<file path="config.mk">
export PLATFORM = sky130hd
export DESIGN_NAME = ttc_decoder
export DESIGN_NICKNAME = d
export VERILOG_FILES = /design/src/design/ttc_pkg.sv /design/src/design/ttc_code_if.sv /design/src/design/ttc_decoder.sv /design/src/design/ttc_seq_collect.sv
export VERILOG_INCLUDE_DIRS = /design/src /design/src/design
export SDC_FILE = /design/constraint.sdc
export NUM_CORES = 1
export LEC_CHECK = 0
export BUFFER_PORTS_ARGS = -buffer_cell sky130_fd_sc_hd__buf_2
export CAP_MARGIN = 10
export CORE_MARGIN = 4
export CORE_UTILIZATION = 25
export DETAILED_ROUTE_END_ITERATION = 8
export GPL_TIMING_DRIVEN = 0
export RECOVER_POWER = 100
export SLEW_MARGIN = 20
export SYNTH_ARGS = -nofsm -noshare
export SYNTH_HDL_FRONTEND = slang
export SYNTH_SLANG_ARGS = --single-unit
export TNS_END_PERCENT = 50
</file>
<file path="constraint.sdc">
create_clock -name ref_clk_i -period 2.5 [get_ports ref_clk_i]
set_clock_uncertainty 0.15 [all_clocks]
set_input_delay 0.375 -clock ref_clk_i [delete_from_list [all_inputs] [get_ports ref_clk_i]]
set_output_delay 0.375 -clock ref_clk_i [all_outputs]
set_load 0.05 [all_outputs]
</file>
<file path="src/design/ttc_map.svh">
// constants of the three-tone code decoder: offsets, fields, resets, times
// assumes a 25 MHz reference clock and a 32-bit apb register window
`ifndef TTC_MAP_SVH
`define TTC_MAP_SVH

// ==========================================
// register offsets (byte addresses)
`define TTC_OFS_CTRL 8'h00
`define TTC_OFS_STATUS 8'h04
`define TTC_OFS_MASK 8'h08
`define TTC_OFS_OUT 8'h0c
`define TTC_OFS_GATE 8'h10
`define TTC_OFS_TPER1 8'h14
`define TTC_OFS_TPER2 8'h18
`define TTC_OFS_TPER3 8'h1c

// ==========================================
// field positions
`define TTC_ST_RX 0
`define TTC_ST_UPD 1
`define TTC_OUT_LATCH 4
`define TTC_OUT_MODE 8

// ==========================================
// reset values
`define TTC_RST_MODE 2'h3
`define TTC_RST_CODE 3'h7

// ==========================================
// times and derived cycle counts
`define TTC_CLK_HZ 25000000
`define TTC_GATE_US 35000
`define TTC_TONE_HZ 801
`define TTC_GATE_CYC ((`TTC_CLK_HZ / 1000000) * `TTC_GATE_US)
`define TTC_TPER_CYC ((`TTC_CLK_HZ + `TTC_TONE_HZ - 1) / `TTC_TONE_HZ)

`endif

</file>
<file path="src/design/ttc_pkg.sv">
// types shared by the three-tone code decoder modules
// assumes ttc_map.svh supplies all numeric constants
package ttc_pkg;

   typedef logic [1:0] ttc_tone_t;
   typedef logic [2:0] ttc_code_t;

   typedef enum logic [1:0]
   {
      TTC_M_RESET = 2'b00,
      TTC_M_HOLD = 2'b01,
      TTC_M_NEXT = 2'b10,
      TTC_M_UPDATE = 2'b11
   } ttc_mode_t;

   typedef enum logic [1:0]
   {
      TTC_S_IDLE = 2'b00,
      TTC_S_ONE = 2'b01,
      TTC_S_TWO = 2'b10
   } ttc_seq_t;

endpackage

</file>
<file path="src/design/ttc_code_if.sv">
// carrier between tone sequence collector and output/strobe logic
// assumes both ends share one clock
`timescale 1ns/100ps
interface ttc_code_if;
   import ttc_pkg::*;
   logic code_valid;
   ttc_code_t code;
   ttc_tone_t tone3;
   logic [23:0] gate_len;

   modport src
   (
      output code_valid,
      output code,
      output tone3,
      input gate_len
   );
   modport snk
   (
      input code_valid,
      input code,
      input tone3,
      output gate_len
   );
endinterface

</file>
<file path="src/design/ttc_decoder.sv">
// top of the three-tone code decoder: apb registers, modes, strobe, output
// assumes tone symbols and mode pins are synchronous to ref_clk_i and that
// open mode pins are pulled to 1 outside the block
`include "ttc_map.svh"
`timescale 1ns/100ps

module ttc_decoder
#(
   parameter logic [23:0] GATE_CYC = 24'(`TTC_GATE_CYC),
   parameter logic [15:0] TPER_CYC = 16'(`TTC_TPER_CYC)
)
(
   input wire logic ref_clk_i,
   input wire logic nrst_i,
   input wire ttc_pkg::ttc_tone_t tone_i,
   input wire logic mode1_i,
   input wire logic mode2_i,
   input wire logic [7:0] paddr_i,
   input wire logic psel_i,
   input wire logic penable_i,
   input wire logic pwrite_i,
   input wire logic [31:0] pwdata_i,
   output logic [31:0] prdata_o,
   output logic pready_o,
   output logic pslverr_o,
   output ttc_pkg::ttc_code_t code_o,
   output logic code_rx_n_o,
   output logic irq_o
);
   import ttc_pkg::*;

   ttc_code_if cif();

   // ==========================================
   // register storage
   logic [1:0] mode_sw;
   logic [1:0] status;
   logic [1:0] mask;
   logic [23:0] gate_len;
   logic [15:0] tper [3];

   // ==========================================
   // datapath state
   ttc_mode_t mode;
   logic latched;
   ttc_code_t pend_code;
   logic [16:0] strobe_cnt;
   logic strobe_end;
   logic upd_evt;
   logic [1:0] set_evt;

   // ==========================================
   // bus decode
   logic acc;
   logic wr_en;
   logic [31:0] next_rdata;
   logic next_err;

   // ==========================================
   // offset decode shared by reads and writes
   function automatic logic ttc_hit(input logic [7:0] a);
      ttc_hit = (a == `TTC_OFS_CTRL) || (a == `TTC_OFS_STATUS)
         || (a == `TTC_OFS_MASK) || (a == `TTC_OFS_OUT)
         || (a == `TTC_OFS_GATE) || (a == `TTC_OFS_TPER1)
         || (a == `TTC_OFS_TPER2) || (a == `TTC_OFS_TPER3);
   endfunction

   // ==========================================
   // tone index into the period table
   function automatic logic [1:0] ttc_tidx(input ttc_tone_t t);
      ttc_tidx = (t == 2'h0) ? 2'h0 : t - 2'h1;
   endfunction

   ttc_seq_collect u_collect
   (
      .ref_clk_i(ref_clk_i),
      .nrst_i(nrst_i),
      .tone_i(tone_i),
      .cif(cif.src)
   );

   assign cif.gate_len = gate_len;

   // ==========================================
   // apb handshake: one wait state, answer registered
   assign acc = psel_i && penable_i;
   assign wr_en = acc && pready_o && pwrite_i;

   always_ff @(posedge ref_clk_i or negedge nrst_i)
   begin
      if (!nrst_i)
         pready_o <= 1'b0;
      else
         pready_o <= acc && !pready_o;
   end

   always_comb
   begin
      next_rdata = 32'h0;
      next_err = !ttc_hit(paddr_i);
      unique case (paddr_i)
         `TTC_OFS_CTRL: next_rdata[1:0] = mode_sw;
         `TTC_OFS_STATUS: next_rdata[1:0] = status;
         `TTC_OFS_MASK: next_rdata[1:0] = mask;
         `TTC_OFS_OUT:
         begin
            next_rdata[2:0] = code_o;
            next_rdata[`TTC_OUT_LATCH] = latched;
            next_rdata[`TTC_OUT_MODE +: 2] = mode;
         end
         `TTC_OFS_GATE: next_rdata[23:0] = gate_len;
         `TTC_OFS_TPER1: next_rdata[15:0] = tper[0];
         `TTC_OFS_TPER2: next_rdata[15:0] = tper[1];
         `TTC_OFS_TPER3: next_rdata[15:0] = tper[2];
         default: next_rdata = 32'h0;
      endcase
   end

   always_ff @(posedge ref_clk_i or negedge nrst_i)
   begin
      if (!nrst_i)
      begin
         prdata_o <= 32'h0;
         pslverr_o <= 1'b0;
      end
      else if (acc && !pready_o)
      begin
         prdata_o <= pwrite_i ? 32'h0 : next_rdata;
         pslverr_o <= next_err;
      end
      else
      begin
         prdata_o <= 32'h0;
         pslverr_o <= 1'b0;
      end
   end

   // ==========================================
   // configuration registers
   always_ff @(posedge ref_clk_i or negedge nrst_i)
   begin
      if (!nrst_i)
      begin
         mode_sw <= `TTC_RST_MODE;
         mask <= 2'h0;
         gate_len <= 24'h0;
      end
      else if (wr_en)
      begin
         if (paddr_i == `TTC_OFS_CTRL)
            mode_sw <= pwdata_i[1:0];
         if (paddr_i == `TTC_OFS_MASK)
            mask <= pwdata_i[1:0];
         if (paddr_i == `TTC_OFS_GATE)
            gate_len <= pwdata_i[23:0];
      end
   end

   // the tone periods start at zero; loaded with TPER_CYC after release so a
   // parameter, not a port, sets them and the reset branch stays constant
   logic cfg_init;

   always_ff @(posedge ref_clk_i or negedge nrst_i)
   begin
      if (!nrst_i)
         cfg_init <= 1'b1;
      else
         cfg_init <= 1'b0;
   end

   genvar gi;
   generate
      for (gi = 0; gi < 3; gi++)
      begin : g_tper
         always_ff @(posedge ref_clk_i or negedge nrst_i)
         begin
            if (!nrst_i)
               tper[gi] <= 16'h0;
            else if (cfg_init)
               tper[gi] <= TPER_CYC;
            else if (wr_en && (paddr_i == 8'(`TTC_OFS_TPER1 + 4 * gi)))
               tper[gi] <= pwdata_i[15:0];
         end
      end
   endgenerate

   // ==========================================
   // mode pins sampled every cycle; open pins read 1, software can only clear
   always_ff @(posedge ref_clk_i or negedge nrst_i)
   begin
      if (!nrst_i)
         mode <= TTC_M_RESET;
      else
         mode <= ttc_mode_t'({mode1_i, mode2_i} & mode_sw);
   end

   // ==========================================
   // strobe timing: low for twice the third tone period
   assign strobe_end = !code_rx_n_o && (strobe_cnt == 17'h1);

   always_ff @(posedge ref_clk_i or negedge nrst_i)
   begin
      if (!nrst_i)
      begin
         code_rx_n_o <= 1'b1;
         strobe_cnt <= 17'h0;
         pend_code <= 3'h0;
      end
      else if (code_rx_n_o && cif.code_valid)
      begin
         code_rx_n_o <= 1'b0;
         strobe_cnt <= {tper[ttc_tidx(cif.tone3)], 1'b0};
         pend_code <= cif.code;
      end
      else if (!code_rx_n_o)
      begin
         if (strobe_cnt <= 17'h1)
            code_rx_n_o <= 1'b1;
         strobe_cnt <= strobe_cnt - 17'h1;
      end
   end

   // ==========================================
   // output code under the four modes
   always_ff @(posedge ref_clk_i or negedge nrst_i)
   begin
      if (!nrst_i)
         code_o <= `TTC_RST_CODE;
      else if (mode == TTC_M_RESET)
         code_o <= `TTC_RST_CODE;
      else if (strobe_end)
      begin
         if (mode == TTC_M_UPDATE)
            code_o <= pend_code;
         else if (mode == TTC_M_NEXT && !latched)
            code_o <= pend_code;
      end
   end

   // latch-to-next freezes after the code that arrives next, repeat included
   always_ff @(posedge ref_clk_i or negedge nrst_i)
   begin
      if (!nrst_i)
         latched <= 1'b0;
      else if (mode != TTC_M_NEXT)
         latched <= 1'b0;
      else if (strobe_end)
         latched <= 1'b1;
   end

   // hold mode needs no state: no path above writes code_o in it
   assign upd_evt = strobe_end && (pend_code != code_o)
      && ((mode == TTC_M_UPDATE) || (mode == TTC_M_NEXT && !latched));

   // ==========================================
   // interrupt status, write one to clear; a new event beats the clear
   assign set_evt[`TTC_ST_RX] = strobe_end;
   assign set_evt[`TTC_ST_UPD] = upd_evt;

   always_ff @(posedge ref_clk_i or negedge nrst_i)
   begin
      if (!nrst_i)
         status <= 2'h0;
      else if (wr_en && (paddr_i == `TTC_OFS_STATUS))
         status <= (status & ~pwdata_i[1:0]) | set_evt;
      else
         status <= status | set_evt;
   end

   // one cycle behind the status bit so the pin stays a flop
   always_ff @(posedge ref_clk_i or negedge nrst_i)
   begin
      if (!nrst_i)
         irq_o <= 1'b0;
      else
         irq_o <= |(status & mask);
   end

endmodule

</file>
<file path="src/design/ttc_seq_collect.sv">
// collects three tone symbols inside the gating period and decodes them
// assumes tone_i is synchronous: 0 silence, 1..3 the programmed tones
`timescale 1ns/100ps
module ttc_seq_collect
(
   input wire logic ref_clk_i,
   input wire logic nrst_i,
   input wire ttc_pkg::ttc_tone_t tone_i,
   ttc_code_if.src cif
);
   import ttc_pkg::*;

   ttc_seq_t state;
   ttc_tone_t last_tone;
   ttc_tone_t t1;
   ttc_tone_t t2;
   logic [23:0] timer;
   logic new_tone;
   logic [3:0] lut;

   // ==========================================
   // sequence table, bit 3 marks a legal code
   function automatic logic [3:0] ttc_lookup(input logic [5:0] seq);
      unique case (seq)
         6'b01_10_01: ttc_lookup = 4'h8;
         6'b11_10_01: ttc_lookup = 4'h9;
         6'b11_01_10: ttc_lookup = 4'ha;
         6'b10_11_01: ttc_lookup = 4'hb;
         6'b10_11_10: ttc_lookup = 4'hc;
         6'b01_11_10: ttc_lookup = 4'hd;
         6'b10_01_11: ttc_lookup = 4'he;
         6'b01_10_11: ttc_lookup = 4'hf;
         default: ttc_lookup = 4'h0;
      endcase
   endfunction

   // a held tone counts once; consecutive tones must differ
   assign new_tone = (tone_i != 2'h0) && (tone_i != last_tone);
   assign lut = ttc_lookup({t1, t2, tone_i});

   // ==========================================
   // tone edge tracking
   always_ff @(posedge ref_clk_i or negedge nrst_i)
   begin
      if (!nrst_i)
         last_tone <= 2'h0;
      else if (tone_i != 2'h0)
         last_tone <= tone_i;
      else if (state == TTC_S_IDLE)
         last_tone <= 2'h0;
   end

   // ==========================================
   // sequence state; silent gaps allowed while the gate runs
   always_ff @(posedge ref_clk_i or negedge nrst_i)
   begin
      if (!nrst_i)
      begin
         state <= TTC_S_IDLE;
         t1 <= 2'h0;
         t2 <= 2'h0;
         timer <= 24'h0;
      end
      else
      begin
         unique case (state)
            TTC_S_IDLE:
               if (new_tone)
               begin
                  t1 <= tone_i;
                  timer <= cif.gate_len;
                  state <= TTC_S_ONE;
               end
            TTC_S_ONE:
               if (timer == 24'h0)
                  state <= TTC_S_IDLE;
               else
               begin
                  timer <= timer - 24'h1;
                  if (new_tone)
                  begin
                     t2 <= tone_i;
                     state <= TTC_S_TWO;
                  end
               end
            TTC_S_TWO:
               if (timer == 24'h0)
                  state <= TTC_S_IDLE;
               else
               begin
                  timer <= timer - 24'h1;
                  if (new_tone)
                     state <= TTC_S_IDLE;
               end
            default:
               state <= TTC_S_IDLE;
         endcase
      end
   end

   // ==========================================
   // decoded code pulse; unlisted sequences vanish here
   always_ff @(posedge ref_clk_i or negedge nrst_i)
   begin
      if (!nrst_i)
      begin
         cif.code_valid <= 1'b0;
         cif.code <= 3'h0;
         cif.tone3 <= 2'h0;
      end
      else
      begin
         cif.code_valid <= (state == TTC_S_TWO) && (timer != 24'h0) && new_tone
            && lut[3];
         if ((state == TTC_S_TWO) && new_tone && lut[3])
         begin
            cif.code <= lut[2:0];
            cif.tone3 <= tone_i;
         end
      end
   end

endmodule

</file>
**Word-level counts from Yosys, hierarchy flattened**

Index checks and enable logic that the tools add are counted.

- Logic and storage cells: 168
- Input port bits: 49
- Output and inout port bits: 39
- Flip-flop bits (word level): 179

- Order comparisons: 2
- $add $sub $neg: 3
- Reduce and logical (&&, ||, !) cells: 56
- Equality and inequality tests: 28
- Muxes and demuxes: 45
- Bitwise gates (word level): 8

Operators with widths:

| operator | number |
|---|---|
| 16-bit two-way mux | 8 |
| 24-bit two-way mux | 4 |
| 24-bit case mux with 2 select lines | 1 |
| 17-bit two-way mux | 2 |
| 16-bit binary-select mux with 2-bit select | 1 |
| 8-bit by 5-bit equality test with 1-bit output (second input constant) | 4 |
| 4-bit case mux with 8 select lines | 1 |
| 6-bit equality test (second input constant) | 5 |
| 24-bit logical NOT | 1 |
| 6-bit case mux with 4 select lines | 1 |
| 24-bit nonzero test | 1 |
| 24-bit by 1-bit subtractor with 24-bit output (second input constant) | 1 |
| 1-bit logical AND | 19 |
| 6-bit by 5-bit equality test with 1-bit output (second input constant) | 3 |
| 2-bit two-way mux | 9 |
| 17-bit by 1-bit equality test with 1-bit output (second input constant) | 1 |
| 17-bit by 1-bit less-or-equal comparator with 1-bit output (second input constant) | 1 |
| 17-bit by 1-bit subtractor with 17-bit output (second input constant) | 1 |
| 8-bit by 4-bit equality test with 1-bit output (second input constant) | 2 |
| 2-bit case mux with 8 select lines | 1 |
| 2-bit nonzero test | 8 |
| 3-bit two-way mux | 4 |
| 3-bit case mux with 4 select lines | 1 |
| 1-bit case mux with 5 select lines | 2 |
| other kinds (28) | 60 |

**Depth between registers and ports, before layout**

Gate-level depths: netlist of the first run.

- Word-level depth: 10
- Gate-level depth with buffers: 8
- Mapped depth without buffers: 7

**Cells and area by module**

A second synthesis of the first run with hierarchy kept.

- Cell total of the unflattened synthesis: 924
- Area total of the unflattened synthesis: 9,196.3 um2

Modules (own cells, without submodules):

| module | cells each | area each (um2) | sequential area each (um2) | instances |
|---|---|---|---|---|
| ttc_decoder | 649 | 6,653.9 | 3,337.0 | 1 |
| ttc_seq_collect | 275 | 2,542.4 | 950.9 | 1 |

**Worst setup path after synthesis of the first run**

No wires, ideal clock.

- Path type: reg-to-reg
- From: register u_collect.timer[0]
- To: register u_collect.timer[11]
- Buffers on the path: 1
- Period minus slack after synthesis: 2.493 ns
- Cell stages (with the launch flop): 9
- Path slack: 0.007 ns
- Arrival: 2.222 ns
- Data required time: 2.229 ns
- Library setup time: 0.121 ns
- Cells stage by stage: dfrtp_1 -> inv_1 -> ha_1 -> or4b_4 -> nor4_4 -> nand3_2 -> and2_4 -> buf_6 -> a22o_1

- Word-level cells in the longest chain between the ends: 3
- Elaborated cells between the ends (all ways): 6
- Those cells by class: add/sub: 1; eq/ne: 1; mux: 2; reduce/logical: 2

Ends and longest elaborated chain:

| item | RTL line | text |
|---|---|---|
| start: declaration | ttc_seq_collect.sv:17 | `logic [23:0] timer;` |
| start signal: assignment | ttc_seq_collect.sv:71 | `timer <= cif.gate_len;` |
| start signal: assignment | ttc_seq_collect.sv:79 | `timer <= timer - 24'h1;` |
| start signal: assignment | ttc_seq_collect.sv:91 | `timer <= timer - 24'h1;` |
| 24-bit by 1-bit subtractor with 24-bit output or 24-bit logical NOT (tied branches) | n/a |  |
| 24-bit two-way mux or 2-bit != test (tied branches) | n/a |  |
| 24-bit case mux with 2 select lines or 3-bit AND reduction (tied branches) | n/a |  |

Several ways; a longest one is shown, not always the timed one. The select of a mux whose other input is x is not followed.
A chain may end at the register's enable or synchronous reset.

**Worst setup path in the final report of the first run**

- From: register u_collect.timer[1]
- To: register u_collect.timer[9]

The elaborated chain is that of the path after synthesis.

==> run summary, run 1 <==
Run status: finished, final reports clean
Commonest non-fill, non-tap cells in the layout: 161 x dfrtp_1, 64 x clkbuf_1, 59 x nor2_1
Cells after synthesis: 845
Die X: 197 um
Grt peak-use layer: met2
Synthesized area per cell: 10.6 um2
Pwr Density: 899 mW/mm2
RSZ-0062 raised after global routing: true
Area growth syn-to-layout: 20.3%
Largest net degree at the start of global routing: 76
EDFF count, synth: 0
Min-Delay Endpoint: cif.gate_len[21]
Synthesis-stage register bit count: 171
Routed WL per cell: 17.9 um
Sequential share of power: 0.362
Grt met1 use: 0.173
Detailed Routing Iterations Pass 1: 5
Grt total ovfl: 0
Switching power: 3.75 mW
Number of max-cap violations: 0
GR met3 Demand/Resource: 0.0362
Worst-case hold slack: 0.0175 ns
Sequential element share of the synthesized area: 0.479
Die area: 0.0389 mm2
Core area: 0.0355 mm2
Ratio of cells with drive above 1 in the final layout: 0.209
Tcrit/Tclk final: 0.995
Worst Hold Depth: 2
First-pass GRT wire length: 40300 um
Max VDD drop: 0.479 mV
WP data required: 2.67 ns
Num CTS Buffers: 17
Setup violators final: 0
CTS H-tree lvls: 4
Die H: 197 um
Synth cell types: 69
Worst Hold Launch: pwdata_i[21]
Synth Flop Type: dfrtp_1
Hold/Removal Path Class: in -> reg
Worst Path Arrival: 2.65 ns
Cell breakdown of the critical path: inv_1, ha_4, or4b_4, nor4_4, nand3_2, and2_4, buf_8, a22o_1
Core Util, Final: 0.304
Placed inst area: 0.00998 mm2
Met2 GRT Util: 0.217
Post-route ant nets: 0
Row cnt: 69
Initial core utilization: 0.252
DRT Wirelength: 25700 um
Logic pwr share: 0.364
CP peak stage delay: 0.51 ns
Mapped Area: 0.00895 mm2
Worst setup EP type: flop
Total track usage: 0.132
FMAX: 0.402 GHz
CTS Root Cell: clkbuf_16
CTS tree: done
Min cycle time layout: 2.49 ns
Clk slew on worst S/H paths: 0.07 ns
Power Internal: 5.94 mW
CP Class: reg -> reg
Reg2Reg Depth: 8
CTS Buffer Depth: 2
Switch share: 0.387
Clock Latency Late Sink: 0.45 ns
Leak pwr: 4.18 nW
Ys async rst share: 1.00
Startpoint Class: flop
Final instance area: 0.0108 mm2
Clock Sinks: 171
Worst slew pin tran: 1.12 ns
Slew Limit Fails: 0
CP max FO: 5
Number of synthesis warnings: 0
Post-DP HPWL: 18300 um
Drt via density: 4.84
Vias in the first global route: 6990
Port Buf Inserts: 71
Fin Setup TNS: 0 ns
Io pins: 88
R2R setup slack: 0.01 ns
Final hold violations: 0
Worst r2r dst: u_collect.timer[9]
Critical-path top delay cell: or4b_4
Layout net count: 1017
DR iter-0 viols: 450
Via count: 6951
Post-route DRC violation count: 0
Final Wtd Congestion: 0.835
Slew margin rel.: 0.251
Launching point of the worst reg2reg path: u_collect.timer[1]
Clk pwr share: 0.274
Initial antenna violation count: 4
Commonest non-fill, non-tap cell in the layout: dfrtp_1
[logic make-up (layout without fill, tap and decap cells)]
| logic type | Yosys count | after routing | share of synthesized area |
|---|---|---|---|
| fa+ha+maj | 9 | 9 | 0.0126 |
| compound gates | 184 | 184 | 0.140 |
| flops | 171 | 171 | 0.479 |
| xor+xnor | 21 | 21 | 0.0205 |
| buf+inv | 89 | 208 | 0.0432 |
| other cells | 1 | 12 | 0.000419 |
| mux | 105 | 105 | 0.145 |
| simple gates | 265 | 265 | 0.159 |
[final cells by class]
type | count | area [um2]
Clock inverter | 13 | 129
Inverter | 27 | 101
Antenna cell | 3 | 7.51
Tap cell | 461 | 577
Timing Repair Buffer | 89 | 480
Sequential cell | 171 | 4290
Multi-Input combinational cell | 593 | 4420
Buffer | 60 | 314
Fill cell | 3651 | 24700
Clock buffer | 19 | 453
[power by group through the flow]
stage | registers (mW) | logic, mW | clock network, mW
2_1_floorplan | 3.47 | 2.36 | 0
3_3_place_gp | 3.51 | 3.15 | 0
3_5_place_dp | 3.51 | 3.22 | 0
4_1_cts | 3.48 | 3.30 | 2.71
5_1_grt | 3.56 | 3.93 | 2.82
6_report | 3.51 | 3.53 | 2.65
[cell usage after synthesis, types with 4 or more instances]
cell type / number / area share
o22ai_1: 7 / 0.0049
nand2b_1: 9 / 0.0063
mux2i_1: 51 / 0.057
nor2b_1: 50 / 0.035
nor4_1: 8 / 0.0056
a22oi_1: 5 / 0.0042
xor2_1: 13 / 0.013
nand3b_1: 7 / 0.0059
buf_4: 9 / 0.0075
buf_1: 5 / 0.0021
a22o_1: 5 / 0.0049
mux4_2: 16 / 0.040
o32ai_1: 4 / 0.0039
or3_1: 5 / 0.0035
a31oi_1: 17 / 0.012
and2_1: 13 / 0.0091
or4_1: 9 / 0.0075
mux2_2: 37 / 0.047
dfstp_2: 7 / 0.021
ha_1: 9 / 0.013
nand3_1: 16 / 0.0089
a211o_1: 34 / 0.033
inv_1: 25 / 0.010
o41ai_1: 4 / 0.0039
a21oi_1: 42 / 0.023
o21ai_0: 33 / 0.018
o31ai_1: 6 / 0.0050
clkbuf_1: 38 / 0.016
nand4_1: 6 / 0.0042
nor3_1: 12 / 0.0067
dfrtp_1: 164 / 0.46
buf_2: 9 / 0.0050
xnor2_1: 8 / 0.0078
nor2_1: 61 / 0.026
nand2_1: 50 / 0.021
o22a_1: 4 / 0.0039
a21o_1: 4 / 0.0034
[registers in the layout, indices dropped and copies added, names as in the netlist]
name,flops
cfg_init,1
cif.gate_len,24
code_o,3
code_rx_n_o,1
irq_o,1
latched,1
mask,2
mode,2
mode_sw,2
pend_code,3
prdata_o,24
pready_o,1
pslverr_o,1
status,2
strobe_cnt,17
tper,48
u_collect.cif.code,3
u_collect.cif.code_valid,1
u_collect.cif.tone3,2
u_collect.last_tone,2
u_collect.state,2
u_collect.t1,2
u_collect.t2,2
u_collect.timer,24
[stage by stage]
stage	setup slack (ns)	power [mW]	std cells
after floorplan	0.00714	5.83	853
after global placement	-1.91	6.66	1385
after detailed placement	-0.890	6.73	1387
after CTS	0.00652	9.48	1431
after global routing	-0.0633	10.3	1434
final	0.0137	9.69	1436
[how the worst max path moves through the flow]
stage	slack (ns)	start	depth (start not counted)	endpoint
5_1_grt	-0.06	u_collect.timer[16]	6	u_collect.timer[11]
2_1_floorplan	0.007	u_collect.timer[0]	8	u_collect.timer[11]
3_5_place_dp	-0.89	paddr_i[1]	8	tper[42]
6_report	0.01	u_collect.timer[1]	8	u_collect.timer[9]
4_1_cts	0.007	u_collect.timer[0]	8	u_collect.timer[17]
3_3_place_gp	-1.91	nrst_i	1	tper[6]
[metal layers]
layer  share of wire  routed length (um)  vias up
met2            0.48               12400      166
li1                -                   -     3272
met3           0.052                1330       31
met1            0.45               11500     3478
met4           0.015                 387        4
met5          0.0012                  31        -
[critical path, delay by kind of cell, from the launching register on]
family / cells / cell delay, ns
buffers and inverters: 2 / 0.23
adders and majority gates: 1 / 0.16
AOI/OAI and AO/OA: 1 / 0.20
DFF: 1 / 0.40
and+or+nand+nor: 4 / 1.25
[what timing repair did]
action,4_1_cts,5_1_grt
buffers inserted,10,3
cloned,0,1
resized for setup,21,34
hold buffers,2,0
hold endpoints to repair,45,0
pin swaps,5,5
endpoints found under the setup margin,78,65
(Power assumes the default switching activity.)
==> run 2, diff against run 1 <==
--- a/config.mk
+++ b/config.mk
@@ -11,5 +11,6 @@
 export CORE_MARGIN = 4
-export CORE_UTILIZATION = 25
+export CORE_UTILIZATION = 54
 export DETAILED_ROUTE_END_ITERATION = 8
 export GPL_TIMING_DRIVEN = 0
+export PLACE_DENSITY = 0.77
 export RECOVER_POWER = 100
==> constraint.sdc (replaced) <==
create_clock -name ref_clk_i -period 2.5 [get_ports ref_clk_i]
set_clock_uncertainty 0.15 [all_clocks]
set_input_delay 0.25 -clock ref_clk_i [delete_from_list [all_inputs] [get_ports ref_clk_i]]
set_output_delay 0.25 -clock ref_clk_i [all_outputs]
set_load 0.05 [all_outputs]
==> run 2 against run 1 <==
  * Sequential cell count unchanged
  * Sequential share of layout area down 0.095 points
  * Register-to-register slack better by 0.06 ns
  * Combinational power about the same
  * Via count up 4.0%
  * Total power up 3.8%
  * Non-clock buffer count up 24
  * Routed wire length down 7.3%
  * Setup slack better by 0.063 ns
  * Fmax up 2.6%
  * Sequential power up 1%
  * Critical endpoint is now tper[10]
==> run summary, run 2 (synthesis gave the netlist of run 1 again) <==
Setup violators final: 0 (unchanged)
Slew margin rel.: 0.139 (-0.112)
Row cnt: 46 (-33%)
Top cell family by delay on the critical path: buffers and inverters
Max reg flops: 48 (unchanged)
Area growth syn-to-layout: 20.6%
Largest net degree at the start of global routing: 65 (-14%)
Ratio of cells with drive above 1 in the final layout: 0.201 (-0.00804)
Core area: 0.0161 mm2 (-55%)
Worst-case hold slack: 0.0207 ns (+0.00315 ns)
Initial antenna violation count: 0 (-4)
Post-route DRC violation count: 0 (unchanged)
Worst setup EP type: flop
CTS Root Cell: clkbuf_16
Worst slew pin tran: 1.29 ns (+0.168 ns)
Post-DP HPWL: 16000 um (-13%)
Clk pwr share: 0.297 (+0.023)
Antenna Cells: 0 (-3)
Layout net count: 1041 (+2.4%)
Total track usage: 0.262 (+0.130)
WP buf/inv: 5 (+3)
Crit. path cell count: 10 (+2)
Commonest non-fill, non-tap cells in the layout: 162 x dfrtp_1, 62 x clkbuf_1, 59 x nor2_1
Drt via density: 5.97 (+23%)
Die H: 137 um (-31%)
FMAX: 0.413 GHz (+2.6%)
Switch share: 0.365 (-0.0220)
Setup ws final: 0.0763 ns (+0.0626 ns)
RSZ-0062 raised after global routing: false
Commonest non-fill, non-tap cell in the layout: dfrtp_1
Critical path's most frequent cell: buf_2
Pwr Density: 932 mW/mm2 (+3.6%)
Min cycle time layout: 2.42 ns (-0.0626 ns)
Routed WL per cell: 19.6 um (+9.8%)
Power Internal: 6.38 mW (+7.5%)
Reg2Reg Depth: 7 (-1)
Largest Register: tper
Max VDD drop: 0.593 mV (+24%)
First-pass GRT wire length: 37600 um (-6.7%)
Hold/Removal Path Class: in -> reg
Run status: finished, final reports clean
Worst Path Arrival: 2.57 ns (-0.08 ns)
Vias in the first global route: 7043 (+0.76%)
Placed Cells: 1142 (-18%)
CTS tree: done
Leak pwr: 4.34 nW (+3.7%)
Sequential share of power: 0.353 (-0.009)
Non-filler cells, final: 1212 (-16%)
Slew Limit Fails: 0 (unchanged)
Initial core utilization: 0.557 (+0.305)
Grt total ovfl: 0 (unchanged)
DR iter-0 viols: 753 (+67%)
Final hold violations: 0 (unchanged)
Logic pwr share: 0.351 (-0.013)
Clock Latency Late Sink: 0.44 ns (about the same)
Detailed Routing Iterations Pass 1: 7 (+2)
Switching power: 3.67 mW (-2.1%)
CTS H-tree lvls: 4 (unchanged)
Number of max-cap violations: 0 (unchanged)
CTS Buffer Depth: 2 (unchanged)
Pre-CTS WS: -0.581 ns (+0.309 ns)
Startpoint Class: primary input
Num CTS Buffers: 17 (unchanged)
Worst Hold Depth: 2 (unchanged)
Clock Sinks: 171 (unchanged)
Final Wtd Congestion: 0.939 (+13%)
Clk slew on worst S/H paths: 0.06 ns (about the same)
CP Class: in -> reg
Post-route ant nets: 0 (unchanged)
Tcrit/Tclk final: 0.969 (-0.0251)
Critical-path top delay cell: dlygate4sd3_1
WP data required: 2.65 ns (-0.02 ns)
CP peak stage delay: 0.53 ns (+0.02 ns)
CP max FO: 10 (+5)
Tot Pwr: 10.1 mW (+3.8%)
Die area: 0.0187 mm2 (-52%)
Fin Setup TNS: 0 ns (unchanged)
DRT Wirelength: 23800 um (-7.3%)
Port Buf Inserts: 71 (unchanged)
Cell breakdown of the critical path: dlygate4sd3_1, buf_2, and4_1, nand4b_1, buf_4, nor2_4, buf_2, buf_2, mux2i_1, nor2_1
Via count: 7230 (+4.0%)
Die X: 137 um (-31%)
# fillers: 1205 (-67%)
Io pins: 88 (unchanged)
[run 2: cell types whose count changed in the layout (fill, tap and decap cells not counted), moves of 3 or more]
| cell | before | now |
|---|---|---|
| and2_1 | 8 | 11 |
| bufinv_16 | 0 | 5 |
| diode_2 | 3 | 0 |
| dlygate4sd3_1 | 2 | 27 |
| inv_8 | 5 | 1 |
[run 2: final timing paths]
path	startpoint	endpoint	slack, ns
max	penable_i	tper[10]	0.08
min reg2reg	u_collect.timer[15]	u_collect.timer[15]	0.35
max in group asynchronous	nrst_i	tper[14]	0.47
max reg2reg	u_collect.timer[8]	u_collect.timer[11]	0.08
min	pwdata_i[10]	cif.gate_len[10]	0.02
min in group asynchronous	nrst_i	cif.gate_len[20]	0.49
[run 2: power by group through the flow]
| stage | combinational [mW] | clock, mW | sequential, mW |
|---|---|---|---|
| 2_1_floorplan | 2.36 | 0 | 3.47 |
| 3_3_place_gp | 3.09 | 0 | 3.51 |
| 3_5_place_dp | 3.17 | 0 | 3.52 |
| 4_1_cts | 3.31 | 3.00 | 3.48 |
| 5_1_grt | 3.85 | 3.12 | 3.60 |
| 6_report | 3.53 | 2.98 | 3.55 |
[run 2: worst register-to-register path: stages (launching register included)]
cell and delay, ns:
dfrtp_1 0.45, or4_1 0.65, nor4_4 0.26, buf_6 0.17
nand3_4 0.09, and2_4 0.20, buf_6 0.14, a22o_1 0.20
[run 2: area by class of cell]
type,count,area (um2),share of cell area
plain buffers,59,300,0.0278
clock buffers,21,460,0.0427
clock inverters,11,204,0.0189
inverters,27,101,0.00939
multi-input cells,593,4430,0.411
flip-flops and latches,171,4290,0.398
well taps,216,270,0.0250
repair buffers,114,736,0.0682
[run 2: routing by layer]
metal  global-route usage  share of wire  vias to the layer above
met3               0.0474          0.056                       41
li1                     -              -                     3321
met2                0.418           0.49                      304
met1                0.359           0.43                     3564
met4               0.0997          0.025                        0
met5                    0              0                        -
[run 2: repair_timing]
| action | 4_1_cts | 5_1_grt |
|---|---|---|
| pin swaps | 7 | 1 |
| endpoints found under the setup margin | 58 | 56 |
| hold endpoints to repair | 226 | 0 |
| setup buffers | 8 | 6 |
| hold buffers | 27 | 0 |
| gates resized for setup | 17 | 34 |
[run 2: through the flow]
| stage | cell area (um2) | utilization |
|---|---|---|
| after floorplan | 8980 | - |
| after global placement | 9610 | 0.598 |
| after detailed placement | 9670 | 0.602 |
| after CTS | 10700 | 0.667 |
| after global routing | 10800 | 0.672 |
| final | 10800 | 0.672 |
==> run 3, diff against run 2 <==
- HOLD_SLACK_MARGIN: default -> 0.1
- RECOVER_POWER: 100 -> default
==> run 3 against run 2 <==
  * Critical path depth is 1 lower
  * Non-clock buffer count is 5 higher
  * Register-to-register slack hardly changed
  * Cell count is 0.41% higher
  * Clock power hardly changed
  * Largest power group unchanged
  * Critical path type is now reg -> reg
  * Combinational power hardly changed
  * Setup slack worse by 0.0048 ns
  * Critical endpoint is now u_collect.timer[11]
  * Fmax is 0.20% lower
  * Sequential cell count stayed put
  * Count of clock-buffer cells in the layout stayed put
==> run summary, run 3 (synthesis gave the netlist of run 1 again) <==
Critical path's most frequent cell: buf_6
First-pass GRT wire length: 37700 um (+0.35%)
Die area: 0.0187 mm2 (unchanged)
Area growth syn-to-layout: 22.1%
Largest net degree at the start of global routing: 65 (unchanged)
Placed inst area: 0.00967 mm2 (unchanged)
Commonest non-fill, non-tap cell in the layout: dfrtp_1
Non-filler cells, final: 1217 (+0.41%)
Slew margin rel.: 0.509 (+0.370)
Clock Sinks: 171 (unchanged)
Cell breakdown of the critical path: inv_2, ha_4, or4b_4, nor4_4, buf_6, nand3_4, and2_4, buf_6, a22o_1
CP Class: reg -> reg
Worst Hold Launch: psel_i
Worst Hold Depth: 4 (+2)
Tot Pwr: 10.1 mW (about the same)
Setup violators final: 0 (unchanged)
Layout net count: 1046 (+0.48%)
DR iter-0 viols: 674 (-10%)
Worst slew pin tran: 0.736 ns (-0.555 ns)
Pwr Density: 921 mW/mm2 (-1.2%)
Io pins: 88 (unchanged)
Setup ws final: 0.0715 ns (-0.00479 ns)
CTS H-tree lvls: 4 (unchanged)
FMAX: 0.412 GHz (-0.20%)
Post-route ant nets: 0 (unchanged)
Via count: 7294 (+0.89%)
CTS Buffer Depth: 2 (unchanged)
Drt via density: 5.99 (+0.47%)
Worst setup EP type: flop
Final hold violations: 0 (unchanged)
Ratio of cells with drive above 1 in the final layout: 0.238 (+0.0370)
Pre-CTS WS: -0.581 ns (unchanged)
Final Wtd Congestion: 0.939 (unchanged)
Row cnt: 46 (unchanged)
Post-DP HPWL: 16000 um (unchanged)
Run status: finished, final reports clean
Initial antenna violation count: 0 (unchanged)
Die X: 137 um (unchanged)
Post-route DRC violation count: 0 (unchanged)
# fillers: 1176 (-2.4%)
WP data required: 2.66 ns (about the same)
Max VDD drop: 0.601 mV (+1.3%)
Clk slew on worst S/H paths: 0.07 ns (about the same)
Clock Latency Late Sink: 0.43 ns (about the same)
Worst Path Arrival: 2.59 ns (+0.02 ns)
Commonest non-fill, non-tap cells in the layout: 162 x dfrtp_1, 76 x buf_2, 59 x nor2_1
Startpoint Class: flop
Number of max-cap violations: 0 (unchanged)
Grt total ovfl: 0 (unchanged)
Vias in the first global route: 7065 (+0.31%)
Antenna Cells: 0 (unchanged)
Hold/Removal Path Class: in -> reg
Core area: 0.0161 mm2 (unchanged)
Reg2Reg Depth: 9 (+2)
DRT Wirelength: 23800 um (-0.11%)
Fin Setup TNS: 0 ns (unchanged)
Worst-case hold slack: 0.149 ns (+0.128 ns)
Num CTS Buffers: 17 (unchanged)
Initial core utilization: 0.557 (unchanged)
Launching point of the worst reg2reg path: u_collect.timer[0]
Total track usage: 0.263 (+0.00103)
Tcrit/Tclk final: 0.971 (+0.00192)
Largest Register: tper
Min cycle time layout: 2.43 ns (+0.00479 ns)
Detailed Routing Iterations Pass 1: 7 (unchanged)
Min-Delay Endpoint: prdata_o[2]
CTS Root Cell: clkbuf_16
Die H: 137 um (unchanged)
Placed Cells: 1142 (unchanged)
CTS tree: done
Routed WL per cell: 19.5 um (-0.52%)
Critical-path top delay cell: or4b_4
Leak pwr: 4.50 nW (+3.9%)
Port Buf Inserts: 71 (unchanged)
Slew Limit Fails: 0 (unchanged)
CP peak stage delay: 0.50 ns (-0.03 ns)
Max reg flops: 48 (unchanged)
Worst r2r dst: u_collect.timer[11]
R2R setup slack: 0.07 ns (about the same)
Final instance area: 0.0109 mm2 (+1.3%)
Core Util, Final: 0.681 (+0.00842)
CP max FO: 10 (unchanged)
-- run 3: metal layers --
metal | vias to the layer above | wire, um | GRT usage | part of all wire
met3 | 51 | 1590 | 0.0474 | 0.067
met4 | 0 | 669 | 0.101 | 0.028
met2 | 320 | 11500 | 0.421 | 0.48
li1 | 3335 | - | - | -
met1 | 3588 | 10000 | 0.360 | 0.42
met5 | - | 0 | 0 | 0
-- run 3: final cells by class --
cell class / count / area, um2 / share of cell area
Multi-Input combinational cell: 593 / 4440 / 0.406
Sequential cell: 171 / 4290 / 0.393
Timing Repair Buffer: 119 / 862 / 0.0789
Clock buffer: 21 / 460 / 0.0421
Buffer: 59 / 304 / 0.0278
Tap cell: 216 / 270 / 0.0247
Clock inverter: 11 / 204 / 0.0187
Inverter: 27 / 101 / 0.00927
-- run 3: worst max-delay path, delay by kind of cell, from the launching register on --
kind                       cells  cell delay, ns
and+or+nand+nor                4            0.95
DFF                            1            0.43
buffers and inverters          3            0.41
AOI/OAI and AO/OA              1            0.20
adders and majority gates      1            0.15
-- run 3: worst max-delay path by stage --
stage / endpoint / cells past startpoint / slack (ns) / from
3_5_place_dp: tper[47] / 8 / -0.58 / paddr_i[1]
4_1_cts: u_collect.timer[15] / 6 / -0.03 / u_collect.timer[2]
5_1_grt: tper[31] / 10 / -0.002 / pwrite_i
2_1_floorplan: u_collect.timer[11] / 8 / 0.007 / u_collect.timer[0]
3_3_place_gp: strobe_cnt[7] / 1 / -1.64 / nrst_i
6_report: u_collect.timer[11] / 9 / 0.07 / u_collect.timer[0]
-- run 3: power breakdown --
| part | internal [mW] | switching [mW] |
|---|---|---|
| Sequential | 3.13 | 0.414 |
| Clock | 1.85 | 1.13 |
| Combinational | 1.42 | 2.12 |
-- run 3: repair_timing --
item | in CTS | in global routing
hold endpoints to repair | 249 | 0
endpoints found under the setup margin | 58 | 63
pin swaps | 7 | 1
hold buffers | 32 | 0
resized for setup | 17 | 39
buffers inserted | 8 | 6
